--- config.mk ---
export PLATFORM = sky130hd
export DESIGN_NAME = adcc_conversion_control
export DESIGN_NICKNAME = d
export VERILOG_FILES = /design/src/rtl/adcc_conversion_control.v
export VERILOG_INCLUDE_DIRS = /design/src /design/src/shared
export SDC_FILE = /design/constraint.sdc
export NUM_CORES = 1
export LEC_CHECK = 0
export BUFFER_PORTS_ARGS = -buffer_cell sky130_fd_sc_hd__buf_2
export CAP_MARGIN = 5
export CORE_ASPECT_RATIO = 1.4
export CORE_MARGIN = 2
export CORE_UTILIZATION = 53
export DETAILED_ROUTE_END_ITERATION = 6
export GPL_TIMING_DRIVEN = 0
export PLACE_DENSITY = 0.93
export SKIP_CTS_REPAIR_TIMING = 1
export SLEW_MARGIN = 20
export SYNTH_ARGS = -nofsm -noshare
export SYNTH_HDL_FRONTEND = slang
export SYNTH_SLANG_ARGS = --single-unit
--- constraint.sdc ---
create_clock -name clk_i -period 3.5 [get_ports clk_i]
set_input_delay 0.175 -clock clk_i [delete_from_list [all_inputs] [get_ports clk_i]]
set_output_delay 0.175 -clock clk_i [all_outputs]
set_load 0.01 [all_outputs]
--- src/shared/adcc_defs.vh ---
`ifndef ADCC_DEFS_VH
`define ADCC_DEFS_VH
// ----------------------------------------
// Register byte offsets
// ----------------------------------------
`define ADCC_OFS_CTRL    4'h0
`define ADCC_OFS_CLKSET  4'h1
`define ADCC_OFS_RESLO   4'h2
`define ADCC_OFS_RESHI   4'h3
`define ADCC_OFS_STATUS  4'h4
`define ADCC_OFS_MASK    4'h5
// ----------------------------------------
// Control register fields
// ----------------------------------------
`define ADCC_CTRL_CHAN_LSB  0
`define ADCC_CTRL_CHAN_MSB  2
`define ADCC_CTRL_PCFG_LSB  3
`define ADCC_CTRL_PCFG_MSB  5
`define ADCC_CTRL_PEND      6
`define ADCC_CTRL_START     7
// ----------------------------------------
// Clock setup register fields
// ----------------------------------------
`define ADCC_CLK_DIV_LSB  0
`define ADCC_CLK_DIV_MSB  2
`define ADCC_CLK_PDN      7
// ----------------------------------------
// Divider codes and ratios
// ----------------------------------------
`define ADCC_DIV_CODE2    3'h0
`define ADCC_DIV_CODE8    3'h1
`define ADCC_DIV_CODE32   3'h2
`define ADCC_HALF2        5'h00
`define ADCC_HALF8        5'h03
`define ADCC_HALF32       5'h0f
// ----------------------------------------
// Reset values and timing
// ----------------------------------------
`define ADCC_CTRL_RESET    8'h00
`define ADCC_CLKSET_RESET  8'h80
`define ADCC_CONV_PERIODS  5'h10
`define ADCC_NUM_CHAN      6
`endif

--- src/rtl/adcc_conversion_control.v ---
`timescale 1ns/100ps
`include "adcc_defs.vh"
// What this block does
// - Result high register holds D11..D4
// - Result low bits 7..4 hold D3..D0
// - Channel select routes one of six inputs
// - Zero pin config: pins I/O, converter off
// - Start low-high-low pulse begins conversion
// - Start high: converter reset, pending forced high
// - Pending flag self-clears after conversion ends
// - Conversion end sets interrupt flag, enable gated
// - Divider codes 2, 8, 32; code 3 undefined
// - Converter on when config nonzero, not powered down
// - Conversion lasts sixteen converter clock periods
module adcc_conversion_control #(
  parameter DATA_W = 12
) (
  // System
  input  wire        clk_i,
  input  wire        rst_i,
  input  wire        ce_i,
  // Wishbone slave
  input  wire        cyc_i,
  input  wire        stb_i,
  input  wire        we_i,
  input  wire [3:0]  adr_i,
  input  wire [3:0]  sel_i,
  input  wire [31:0] dat_i,
  output reg  [31:0] dat_o,
  output reg         ack_o,
  // Analog front end
  input  wire [DATA_W-1:0] conv_data_i,
  output reg  [2:0]        channel_select_o,
  output reg  [5:0]        analog_input_pins_o,
  output reg               converter_enable_o,
  output reg               converter_reset_o,
  output reg               converter_clk_o,
  // Interrupt
  output reg               irq_o
);

  // ----------------------------------------
  // Registers
  // ----------------------------------------
  reg  [2:0]        channel_select;
  reg  [2:0]        pin_configuration_field;
  reg               start_bit;
  reg               conversion_pending_flag;
  reg  [2:0]        clock_divider_select;
  reg               converter_power_down;
  reg  [DATA_W-1:0] result;
  reg               irq_status;
  reg               irq_mask;
  reg               start_q;
  reg  [4:0]        div_cnt;
  reg               conv_clk;
  reg  [4:0]        period_cnt;
  reg               converting;
  reg               conv_data_valid_q;

  wire       wr_stb  = cyc_i & stb_i & we_i & ~ack_o & sel_i[0];
  wire       rd_stb  = cyc_i & stb_i & ~we_i & ~ack_o;
  wire       conv_on = (pin_configuration_field != 3'h0) & ~converter_power_down;
  wire       start_rise = start_bit & ~start_q;
  wire       start_fall = ~start_bit & start_q;
  wire       wr_ctrl = wr_stb & (adr_i == `ADCC_OFS_CTRL);

  // Half-period of the divided clock for a divider code
  function [4:0] half_count;
    input [2:0] code;
    begin
      case (code)
        `ADCC_DIV_CODE2:  half_count = `ADCC_HALF2;
        `ADCC_DIV_CODE8:  half_count = `ADCC_HALF8;
        `ADCC_DIV_CODE32: half_count = `ADCC_HALF32;
        // Undefined codes fall back to the slowest ratio
        default:          half_count = `ADCC_HALF32;
      endcase
    end
  endfunction

  wire [4:0] half_lim = half_count(clock_divider_select);
  wire       tick_rise = (div_cnt == half_lim) & ~conv_clk;
  wire       conv_done = converting & tick_rise & (period_cnt == `ADCC_CONV_PERIODS - 5'h01);

  // ----------------------------------------
  // Register writes and start sequencing
  // ----------------------------------------
  always @(posedge clk_i) begin
    if (rst_i) begin
      channel_select          <= 3'h0;
      pin_configuration_field <= 3'h0;
      start_bit               <= 1'b0;
      start_q                 <= 1'b0;
      clock_divider_select    <= 3'h0;
      converter_power_down    <= 1'b1;
      conversion_pending_flag <= 1'b0;
      irq_status              <= 1'b0;
      irq_mask                <= 1'b0;
    end else if (ce_i) begin
      start_q <= start_bit;
      if (wr_ctrl) begin
        channel_select          <= dat_i[`ADCC_CTRL_CHAN_MSB:`ADCC_CTRL_CHAN_LSB];
        pin_configuration_field <= dat_i[`ADCC_CTRL_PCFG_MSB:`ADCC_CTRL_PCFG_LSB];
        start_bit               <= dat_i[`ADCC_CTRL_START];
      end
      if (wr_stb && adr_i == `ADCC_OFS_CLKSET) begin
        clock_divider_select <= dat_i[`ADCC_CLK_DIV_MSB:`ADCC_CLK_DIV_LSB];
        converter_power_down <= dat_i[`ADCC_CLK_PDN];
      end
      if (wr_stb && adr_i == `ADCC_OFS_MASK)
        irq_mask <= dat_i[0];
      // Pending set while the start bit is high dominates any clear
      if (start_rise || start_bit)
        conversion_pending_flag <= 1'b1;
      else if (conv_done)
        conversion_pending_flag <= 1'b0;
      // Set wins over the write-one clear
      if (conv_done)
        irq_status <= 1'b1;
      else if (wr_stb && adr_i == `ADCC_OFS_STATUS && dat_i[0])
        irq_status <= 1'b0;
    end
  end

  // ----------------------------------------
  // Converter clock divider
  // ----------------------------------------
  always @(posedge clk_i) begin
    if (rst_i) begin
      div_cnt  <= 5'h00;
      conv_clk <= 1'b0;
    end else if (ce_i) begin
      if (!conv_on) begin
        div_cnt  <= 5'h00;
        conv_clk <= 1'b0;
      end else if (div_cnt == half_lim) begin
        div_cnt  <= 5'h00;
        conv_clk <= ~conv_clk;
      end else begin
        div_cnt <= div_cnt + 5'h01;
      end
    end
  end

  // ----------------------------------------
  // Conversion sequencer
  // ----------------------------------------
  always @(posedge clk_i) begin
    if (rst_i) begin
      converting        <= 1'b0;
      period_cnt        <= 5'h00;
      result            <= {DATA_W{1'b0}};
      conv_data_valid_q <= 1'b0;
    end else if (ce_i) begin
      conv_data_valid_q <= conv_done;
      if (start_bit || !conv_on) begin
        // Held in reset while start stays high or power is off
        converting <= 1'b0;
        period_cnt <= 5'h00;
      end else if (start_fall) begin
        converting <= 1'b1;
        period_cnt <= 5'h00;
      end else if (converting && tick_rise) begin
        if (conv_done) begin
          converting <= 1'b0;
          result     <= conv_data_i;
        end else begin
          period_cnt <= period_cnt + 5'h01;
        end
      end
    end
  end

  // ----------------------------------------
  // Wishbone read and outputs
  // ----------------------------------------
  always @(posedge clk_i) begin
    if (rst_i) begin
      ack_o               <= 1'b0;
      dat_o               <= 32'h0000_0000;
      channel_select_o    <= 3'h0;
      analog_input_pins_o <= 6'h00;
      converter_enable_o  <= 1'b0;
      converter_reset_o   <= 1'b1;
      converter_clk_o     <= 1'b0;
      irq_o               <= 1'b0;
    end else if (ce_i) begin
      ack_o <= cyc_i & stb_i & ~ack_o;
      dat_o <= 32'h0000_0000;
      if (rd_stb) begin
        case (adr_i)
          `ADCC_OFS_CTRL:   dat_o[7:0] <= {start_bit, conversion_pending_flag,
                                           pin_configuration_field, channel_select};
          `ADCC_OFS_CLKSET: dat_o[7:0] <= {converter_power_down, 4'h0, clock_divider_select};
          `ADCC_OFS_RESLO:  dat_o[7:0] <= {result[3:0], 4'h0};
          `ADCC_OFS_RESHI:  dat_o[7:0] <= result[DATA_W-1:4];
          `ADCC_OFS_STATUS: dat_o[7:0] <= {7'h00, irq_status};
          `ADCC_OFS_MASK:   dat_o[7:0] <= {7'h00, irq_mask};
          default:          dat_o[7:0] <= 8'h00;
        endcase
      end
      channel_select_o   <= channel_select;
      converter_enable_o <= conv_on;
      converter_reset_o  <= start_bit | ~conv_on;
      converter_clk_o    <= conv_clk;
      irq_o              <= (irq_status | conv_done) & irq_mask;
    end
  end

  // Pin analog mode: first N pins for nonzero configuration codes
  genvar gi;
  generate
    for (gi = 0; gi < `ADCC_NUM_CHAN; gi = gi + 1) begin : g_pin
      always @(posedge clk_i) begin
        if (rst_i)
          analog_input_pins_o[gi] <= 1'b0;
        else if (ce_i)
          analog_input_pins_o[gi] <= (pin_configuration_field > gi);
      end
    end
  endgenerate

endmodule // adcc_conversion_control

==> qor.csv, run 1 <==
stage,metric,value,unit
outcome,status,finished clean,
drt,initial DRC count,84,
drt,antenna-violating nets left,0,
timing,crit share post-route,66.89,%
synth,Synth Instances,299,
job,max cap viols,0,
critical_path,slack of the worst reg-to-reg path,1.16,ns
timing,Worst-Margin Slew,0.7211,ns
global_routing,vias in the first global route,2311,
clocking,Worst-Skew Late Latency,0.32,ns
timing,max frequency,0.4271,GHz
critical_path,CP Max Fanout,10,
synth,Post-synth top flop,dfxtp_1,
global_routing,largest net degree at the start of global routing,19,
synth,Yosys warnings,12,
timing,clock skew,0.01084,ns
global_routing,antenna violations before repair,0,
floorplan,row count,30,
pwr,Pleak,1.504,nW
clocking,CTS tree,built,
synth,top cell type's share of synthesized area,40.57,%
drt,DRC,0,
synth,Yosys cell types,46,
drt,via count,2386,
worst_hold_path,Hold Crit Class,input port to flip-flop,
clocking,Worst-path clk slew,0.11,ns
synth,largest area contributor in the synthesized netlist,dfxtp_1,
final_layout,ant diodes,0,
timing,RSZ-0062 raised after global routing,no,
synth,Synth Area in Adders,1.383,%
placement,PortBufs,44,
timing,minimum clock period,2.341,ns
synth,synth top area cells,"dfxtp_1, mux2i_1, buf_4, nor2_1, a21oi_1",
synth,multiplexer share of the synthesized area,14.66,%
timing,"Hold Vio Cnt, Final",0,
clocking,clock sinks,55,
drt,wire length per cell,14.48,um
critical_path,WS Path Type,flip-flop to flip-flop,
drt,routed wire length,6428,um
critical_path,Worst EP required,3.69,ns
synth,synthesized cell area,0.002714,sq mm
clocking,H-tree levels,2,
critical_path,WP data arrival,2.53,ns
synth,Mapped Avg Cell Area,9.076,sq um
final_layout,Syn-to-layout area delta,18.67,%
synth,Compound-Gate Fraction of Synth Area,10.88,%
synth,Async SR Flop Fraction,0,%
clocking,Longest Clk Path Bufs,2,
synth,Yosys reg bits,55,
placement,dpl cell area,0.003123,sq mm
global_routing,first-pass GRT wire length,10100,um
pwr,Pwr per Cell Area,340.5,mW/mm^2
pwr,Worst VDD drop,0.0003206,V
floorplan,starting density of the core,55.62,%
placement,HPWL after DPL,4795,um
clocking,total CTS buffers,5,
timing,final setup TNS,0,ns
timing,setup violators final,0,
floorplan,die footprint,0.005717,sq mm
timing,max-slew violations,0,
critical_path,CP Capture Type,flip-flop,
final_layout,share of layout cells above drive strength 1,25.00,%
final_layout,design area,0.003221,sq mm
floorplan,Top Ports,104,
drt,Initial DRT Pass Iterations,4,
final_layout,area of the multi-input gates,0.001423,sq mm
floorplan,Die Ht,88.67,um
placement,placer congestion estimate,0.8383,
synth,"EDFF count, synth",0,
floorplan,die width,64.48,um
final_layout,sequential cell area,0.001101,sq mm
timing,Slew headroom,51.40,%
critical_path,CP Launch Type,flip-flop,
synth,largest family of logic cells by synthesized area,simple AND/OR/NAND/NOR gates,
final_layout,Nets,440,
final_layout,fill count,420,
synth,sequential area share after synthesis,40.57,%
global_routing,GRT Total Usage,22.62,%
floorplan,total core area,0.004880,sq mm
clocking,root buffer cell,clkbuf_8,
drt,Vias per Instance,5.374,
synth,Synth Area in Simple Gates,20.15,%
global_routing,GRT overflow,0,
synth,XOR/XNOR share of the synthesized area,0.9682,%
cell usage in the layout (no fill, tap or decap), types with 2 or more instances in the layout:
cell type / Yosys / layout
buf_2: 1 / 45
a22o_1: 3 / 3
nand2b_1: 3 / 3
inv_1: 7 / 7
o21ai_0: 4 / 4
clkbuf_8: 0 / 5
nand4b_1: 5 / 5
nor3_1: 6 / 6
nor3b_1: 3 / 3
xor2_1: 3 / 3
conb_1: 1 / 30
nand4_1: 3 / 3
a211o_1: 3 / 3
nand3_1: 9 / 9
and3_1: 3 / 3
clkbuf_1: 13 / 13
mux2i_1: 33 / 33
mux2_2: 4 / 4
dfxtp_1: 55 / 55
inv_6: 0 / 2
nand2_1: 11 / 11
a21oi_1: 16 / 16
o22ai_1: 2 / 2
a211oi_1: 2 / 2
ha_1: 3 / 3
buf_4: 30 / 30
nor2b_1: 10 / 10
or4_4: 2 / 2
nor2_1: 44 / 44
cells by family after synthesis:
kind of cell | Yosys count
and+or+nand+nor | 107
xor gates and xnor gates | 3
AOI/OAI and AO/OA | 41
muxes | 38
adders and majority gates | 3
buffers and inverters | 51
other | 1
DFF | 55
Yosys cell counts (2+ instances only):
master / count
dfxtp_1: 55
nor2_1: 44
mux2i_1: 33
buf_4: 30
a21oi_1: 16
clkbuf_1: 13
nand2_1: 11
nor2b_1: 10
nand3_1: 9
inv_1: 7
nor3_1: 6
nand4b_1: 5
mux2_2: 4
o21ai_0: 4
a211o_1: 3
a22o_1: 3
and3_1: 3
ha_1: 3
nand2b_1: 3
nand4_1: 3
nor3b_1: 3
xor2_1: 3
a211oi_1: 2
nor4_1: 2
o22ai_1: 2
or4_4: 2
worst paths after layout:
| path | endpoint | startpoint | depth (start not counted) |
|---|---|---|---|
| min | result[2] | conv_data_i[2] | 3 |
| min reg2reg | irq_status | irq_status | 2 |
| max | result[1] | div_cnt[0] | 6 |
| max reg2reg | result[1] | div_cnt[0] | 6 |
registers in the layout (all words and copies together), names as in the netlist, 3 cells and up:
| register | flops |
|---|---|
| clock_divider_select | 3 |
| channel_select | 3 |
| result | 12 |
| div_cnt | 5 |
| dat_o | 8 |
| channel_select_o | 3 |
| pin_configuration_field | 3 |
| period_cnt | 5 |
report_power, final:
part | internal, mW | leakage [nW] | switching, mW
Clock | 0.145 | 0.0489 | 0.222
Sequential | 0.626 | 0.443 | 0.000524
Combinational | 0.0446 | 1.01 | 0.0577
stage by stage:
step	util (%)	total power, mW	setup WS, ns	hold slack, ns	cells
global placement	64.00	0.7386	1.288	0.4046	436
floorplan	-	0.7099	1.434	0.3189	328
CTS	65.87	1.091	1.200	0.08772	444
detailed placement	64.00	0.7403	1.239	0.4134	436
global route	66.00	1.124	0.9783	0.1056	444
finish	66.00	1.097	1.159	0.08249	444
critical path: stages (launching register included):
cell,delay (ns)
dfxtp_1,0.38
or2_0,0.25
o41ai_2,0.59
nand4b_1,0.40
buf_2,0.33
mux2i_1,0.19
nor2_1,0.06
final cells by class:
type / instances / share of cell area (%)
Tap cell: 64 / 2.486
Sequential cell: 55 / 34.19
Clock buffer: 5 / 2.137
Multi-Input combinational cell: 222 / 44.17
Clock inverter: 3 / 0.6993
Timing Repair Buffer: 44 / 6.838
Inverter: 7 / 0.8159
Buffer: 44 / 8.664
per-layer routing:
metal / up-vias / global-route usage (%) / part of all wire [%]
li1: 1144 / - / -
met1: 1117 / 22.36 / 36
met2: 110 / 43.28 / 54
met3: 15 / 4.198 / 7.2
met4: 0 / 13.93 / 3.0
met5: - / 0 / 0
Power figures use the tool's default switching activity.
==> run 2, diff against run 1 <==
Settings changed: CORE_UTILIZATION 53 to 49, PLACE_DENSITY 0.93 to 0.87.
Clock period 3.5 ns to 2.4 ns, I/O delays scaled along.
==> run 2 against run 1 <==
  * Design area rose by 1.3%
  * Utilization is 6.1 points lower
  * Non-clock buffer count is 1 higher
  * Critical path depth up 1
  * Clock power rose by 54%
  * Power up 49%
  * Via count shrank 1.3%
  * Critical endpoint is now period_cnt[3]
  * Largest power group unchanged
==> qor.csv, run 2 (synthesis results as in run 1) <==
stage,metric,value,unit,change
critical_path,CP max stage delay,0.53,ns,was 0.59 ns
floorplan,total core area,0.005445,sq mm,was 0.004880 sq mm
timing,final setup TNS,0,ns,unchanged
clocking,Longest Clk Path Bufs,2,,unchanged
drt,via count,2355,,was 2386
drt,routed wire length,6015,um,was 6428 um
pwr,clock share of power,34.7,%,was 33.5%
critical_path,"most used cell, CP",ha_1,,
clocking,CTS tree,built,,unchanged
critical_path,CP Launch Type,flip-flop,,unchanged
pwr,logic gate share of total power,9.2,%,was 9.3%
timing,crit share post-route,95.55,%,was 66.89%
timing,max frequency,0.4361,GHz,was 0.4271 GHz
timing,RSZ-0062 raised after global routing,no,,unchanged
global_routing,antenna violations before repair,0,,unchanged
critical_path,crit path from,period_cnt[0],,was div_cnt[0]
floorplan,die footprint,0.006158,sq mm,was 0.005717 sq mm
placement,HPWL after DPL,4512,um,was 4795 um
placement,PortBufs,44,,unchanged
floorplan,die width,66.90,um,was 64.48 um
drt,Initial DRT Pass Iterations,4,,unchanged
critical_path,worst-path cell with the longest stage delay,or4bb_1,,was o41ai_2
pwr,Net Sw Power,406.5,uW,was 280.5 uW
worst_hold_path,Hold Crit Class,input port to flip-flop,,unchanged
placement,dpl cell area,0.003128,sq mm,was 0.003123 sq mm
critical_path,slack of the worst reg-to-reg path,0.11,ns,was 1.16 ns
final_layout,Final Util,59.90,%,was 66.00%
final_layout,top flop regs,"result x12, dat_o x8",,unchanged
global_routing,vias in the first global route,2228,,was 2311
floorplan,Top Ports,104,,unchanged
pwr,sw frac,24.95,%,was 25.58%
timing,setup violators final,0,,unchanged
floorplan,row count,32,,was 30
critical_path,R2R Path Start,period_cnt[0],,was div_cnt[0]
final_layout,most frequent cells in the layout,"dfxtp_1, buf_2, nor2_1",,unchanged
global_routing,largest net degree at the start of global routing,19,,unchanged
critical_path,CP Capture Type,flip-flop,,unchanged
timing,minimum clock period,2.293,ns,was 2.341 ns
final_layout,share of layout cells above drive strength 1,25.46,%,was 25.00%
drt,DRC,0,,unchanged
critical_path,"critical path, cell by cell",ha_1 -> and3_1 -> ha_1 -> or4bb_1 -> a211oi_1 -> nand2_1 -> a211o_1,,was or2_0 -> o41ai_2 -> nand4b_1 -> buf_2 -> mux2i_1 -> nor2_1
critical_path,Worst Path Buf+Inv,0,,was 1
floorplan,starting density of the core,49.84,%,was 55.62%
drt,initial DRC count,94,,was 84
final_layout,Nets,441,,was 440
critical_path,WS Path Type,flip-flop to flip-flop,,unchanged
final_layout,"most common cell after layout, fill and taps aside",dfxtp_1,,unchanged
timing,max-slew violations,0,,unchanged
pwr,Pint,1.223,mW,was 816.1 uW
critical_path,WP data arrival,2.50,ns,was 2.53 ns
drt,Vias per Instance,5.245,,was 5.374
critical_path,CP top delay family,simple AND/OR/NAND/NOR gates,,unchanged
global_routing,GRT Total Usage,20.32,%,was 22.62%
outcome,status,finished clean,,unchanged
pwr,Pleak,1.516,nW,was 1.504 nW
timing,Worst-Margin Slew,0.7241,ns,was 0.7211 ns
worst_hold_path,HP Start,conv_data_i[8],,was conv_data_i[2]
global_routing,first-pass GRT wire length,9666,um,was 10100 um
clocking,Worst-path clk slew,0.10,ns,was 0.11 ns
critical_path,Worst EP required,2.61,ns,was 3.69 ns
drt,wire length per cell,13.40,um,was 14.48 um
job,max cap viols,0,,unchanged
clocking,clock sinks,55,,unchanged
pwr,Worst VDD drop,0.0004315,V,was 0.0003206 V
timing,Slew headroom,51.32,%,was 51.40%
final_layout,Syn-to-layout area delta,20.19,%,was 18.67%
floorplan,Die Ht,92.06,um,was 88.67 um
clocking,H-tree levels,2,,unchanged
critical_path,CP Max Fanout,3,,was 10
final_layout,ant diodes,0,,unchanged
pwr,Pwr per Cell Area,499.5,mW/mm^2,was 340.5 mW/mm^2
clocking,root buffer cell,clkbuf_8,,unchanged
global_routing,GRT overflow,0,,unchanged
drt,antenna-violating nets left,0,,unchanged
final_layout,Largest Register,result,,unchanged
timing,clock skew,0.007938,ns,was 0.01084 ns
pwr,Sequential Power Share,56.1,%,was 57.1%
final_layout,max reg flops,12,,unchanged
timing,"Hold Vio Cnt, Final",0,,unchanged
clocking,Worst-Skew Late Latency,0.31,ns,was 0.32 ns
placement,placer congestion estimate,0.8361,,was 0.8383
final_layout,fill count,483,,was 420
clocking,total CTS buffers,5,,unchanged
final_layout,design area,0.003262,sq mm,was 0.003221 sq mm
[run 2: metrics by stage]
stage | setup slack, ns | hold slack, ns | total power, mW | std cells
CTS | 0.1142 | 0.02894 | 1.624 | 448
detailed placement | 0.1350 | 0.3579 | 1.080 | 440
global route | 0.005221 | 0.04680 | 1.674 | 449
finish | 0.1069 | 0.03247 | 1.629 | 449
floorplan | 0.3338 | 0.2639 | 1.035 | 328
global placement | 0.1947 | 0.3507 | 1.078 | 440
[run 2: final timing paths]
path                   endpoint  depth (start not counted)
hold reg to reg           ack_o                          2
setup reg to reg  period_cnt[3]                          7
hold / removal        result[8]                          3
setup / recovery  period_cnt[3]                          7
[run 2: area by class of cell]
class,count,area (sq um),share of cell area (%)
buffer,44,279.0,8.554
clock buffer,6,82.58,2.532
clock inverter,2,20.02,0.6137
inverter,7,26.28,0.8055
multi-input combinational,222,1440,44.15
sequential,55,1101,33.76
tap,68,85.08,2.608
timing repair buffer,45,227.7,6.981
[run 2: layer usage]
metal	GRT usage, %	routed length [um]	vias up
li1	-	-	1145
met1	21.88	2338	1111
met2	36.00	3165	82
met3	3.313	317	17
met4	12.07	194	0
met5	0	0	-
[run 2: power groups by stage]
| stage | logic, mW | clock network, mW | registers [mW] |
|---|---|---|---|
| 2_1_floorplan | 0.100 | 0 | 0.935 |
| 3_3_place_gp | 0.143 | 0 | 0.935 |
| 3_5_place_dp | 0.145 | 0 | 0.935 |
| 4_1_cts | 0.145 | 0.565 | 0.914 |
| 5_1_grt | 0.164 | 0.596 | 0.914 |
| 6_report | 0.150 | 0.566 | 0.914 |
[run 2: worst reg2reg max path, cell delays in order (launching register included)]
cell and delay [ns]:
dfxtp_1 0.35, ha_1 0.24, and3_1 0.19, ha_1 0.20, or4bb_1 0.53, a211oi_1 0.26, nand2_1 0.13, a211o_1 0.30
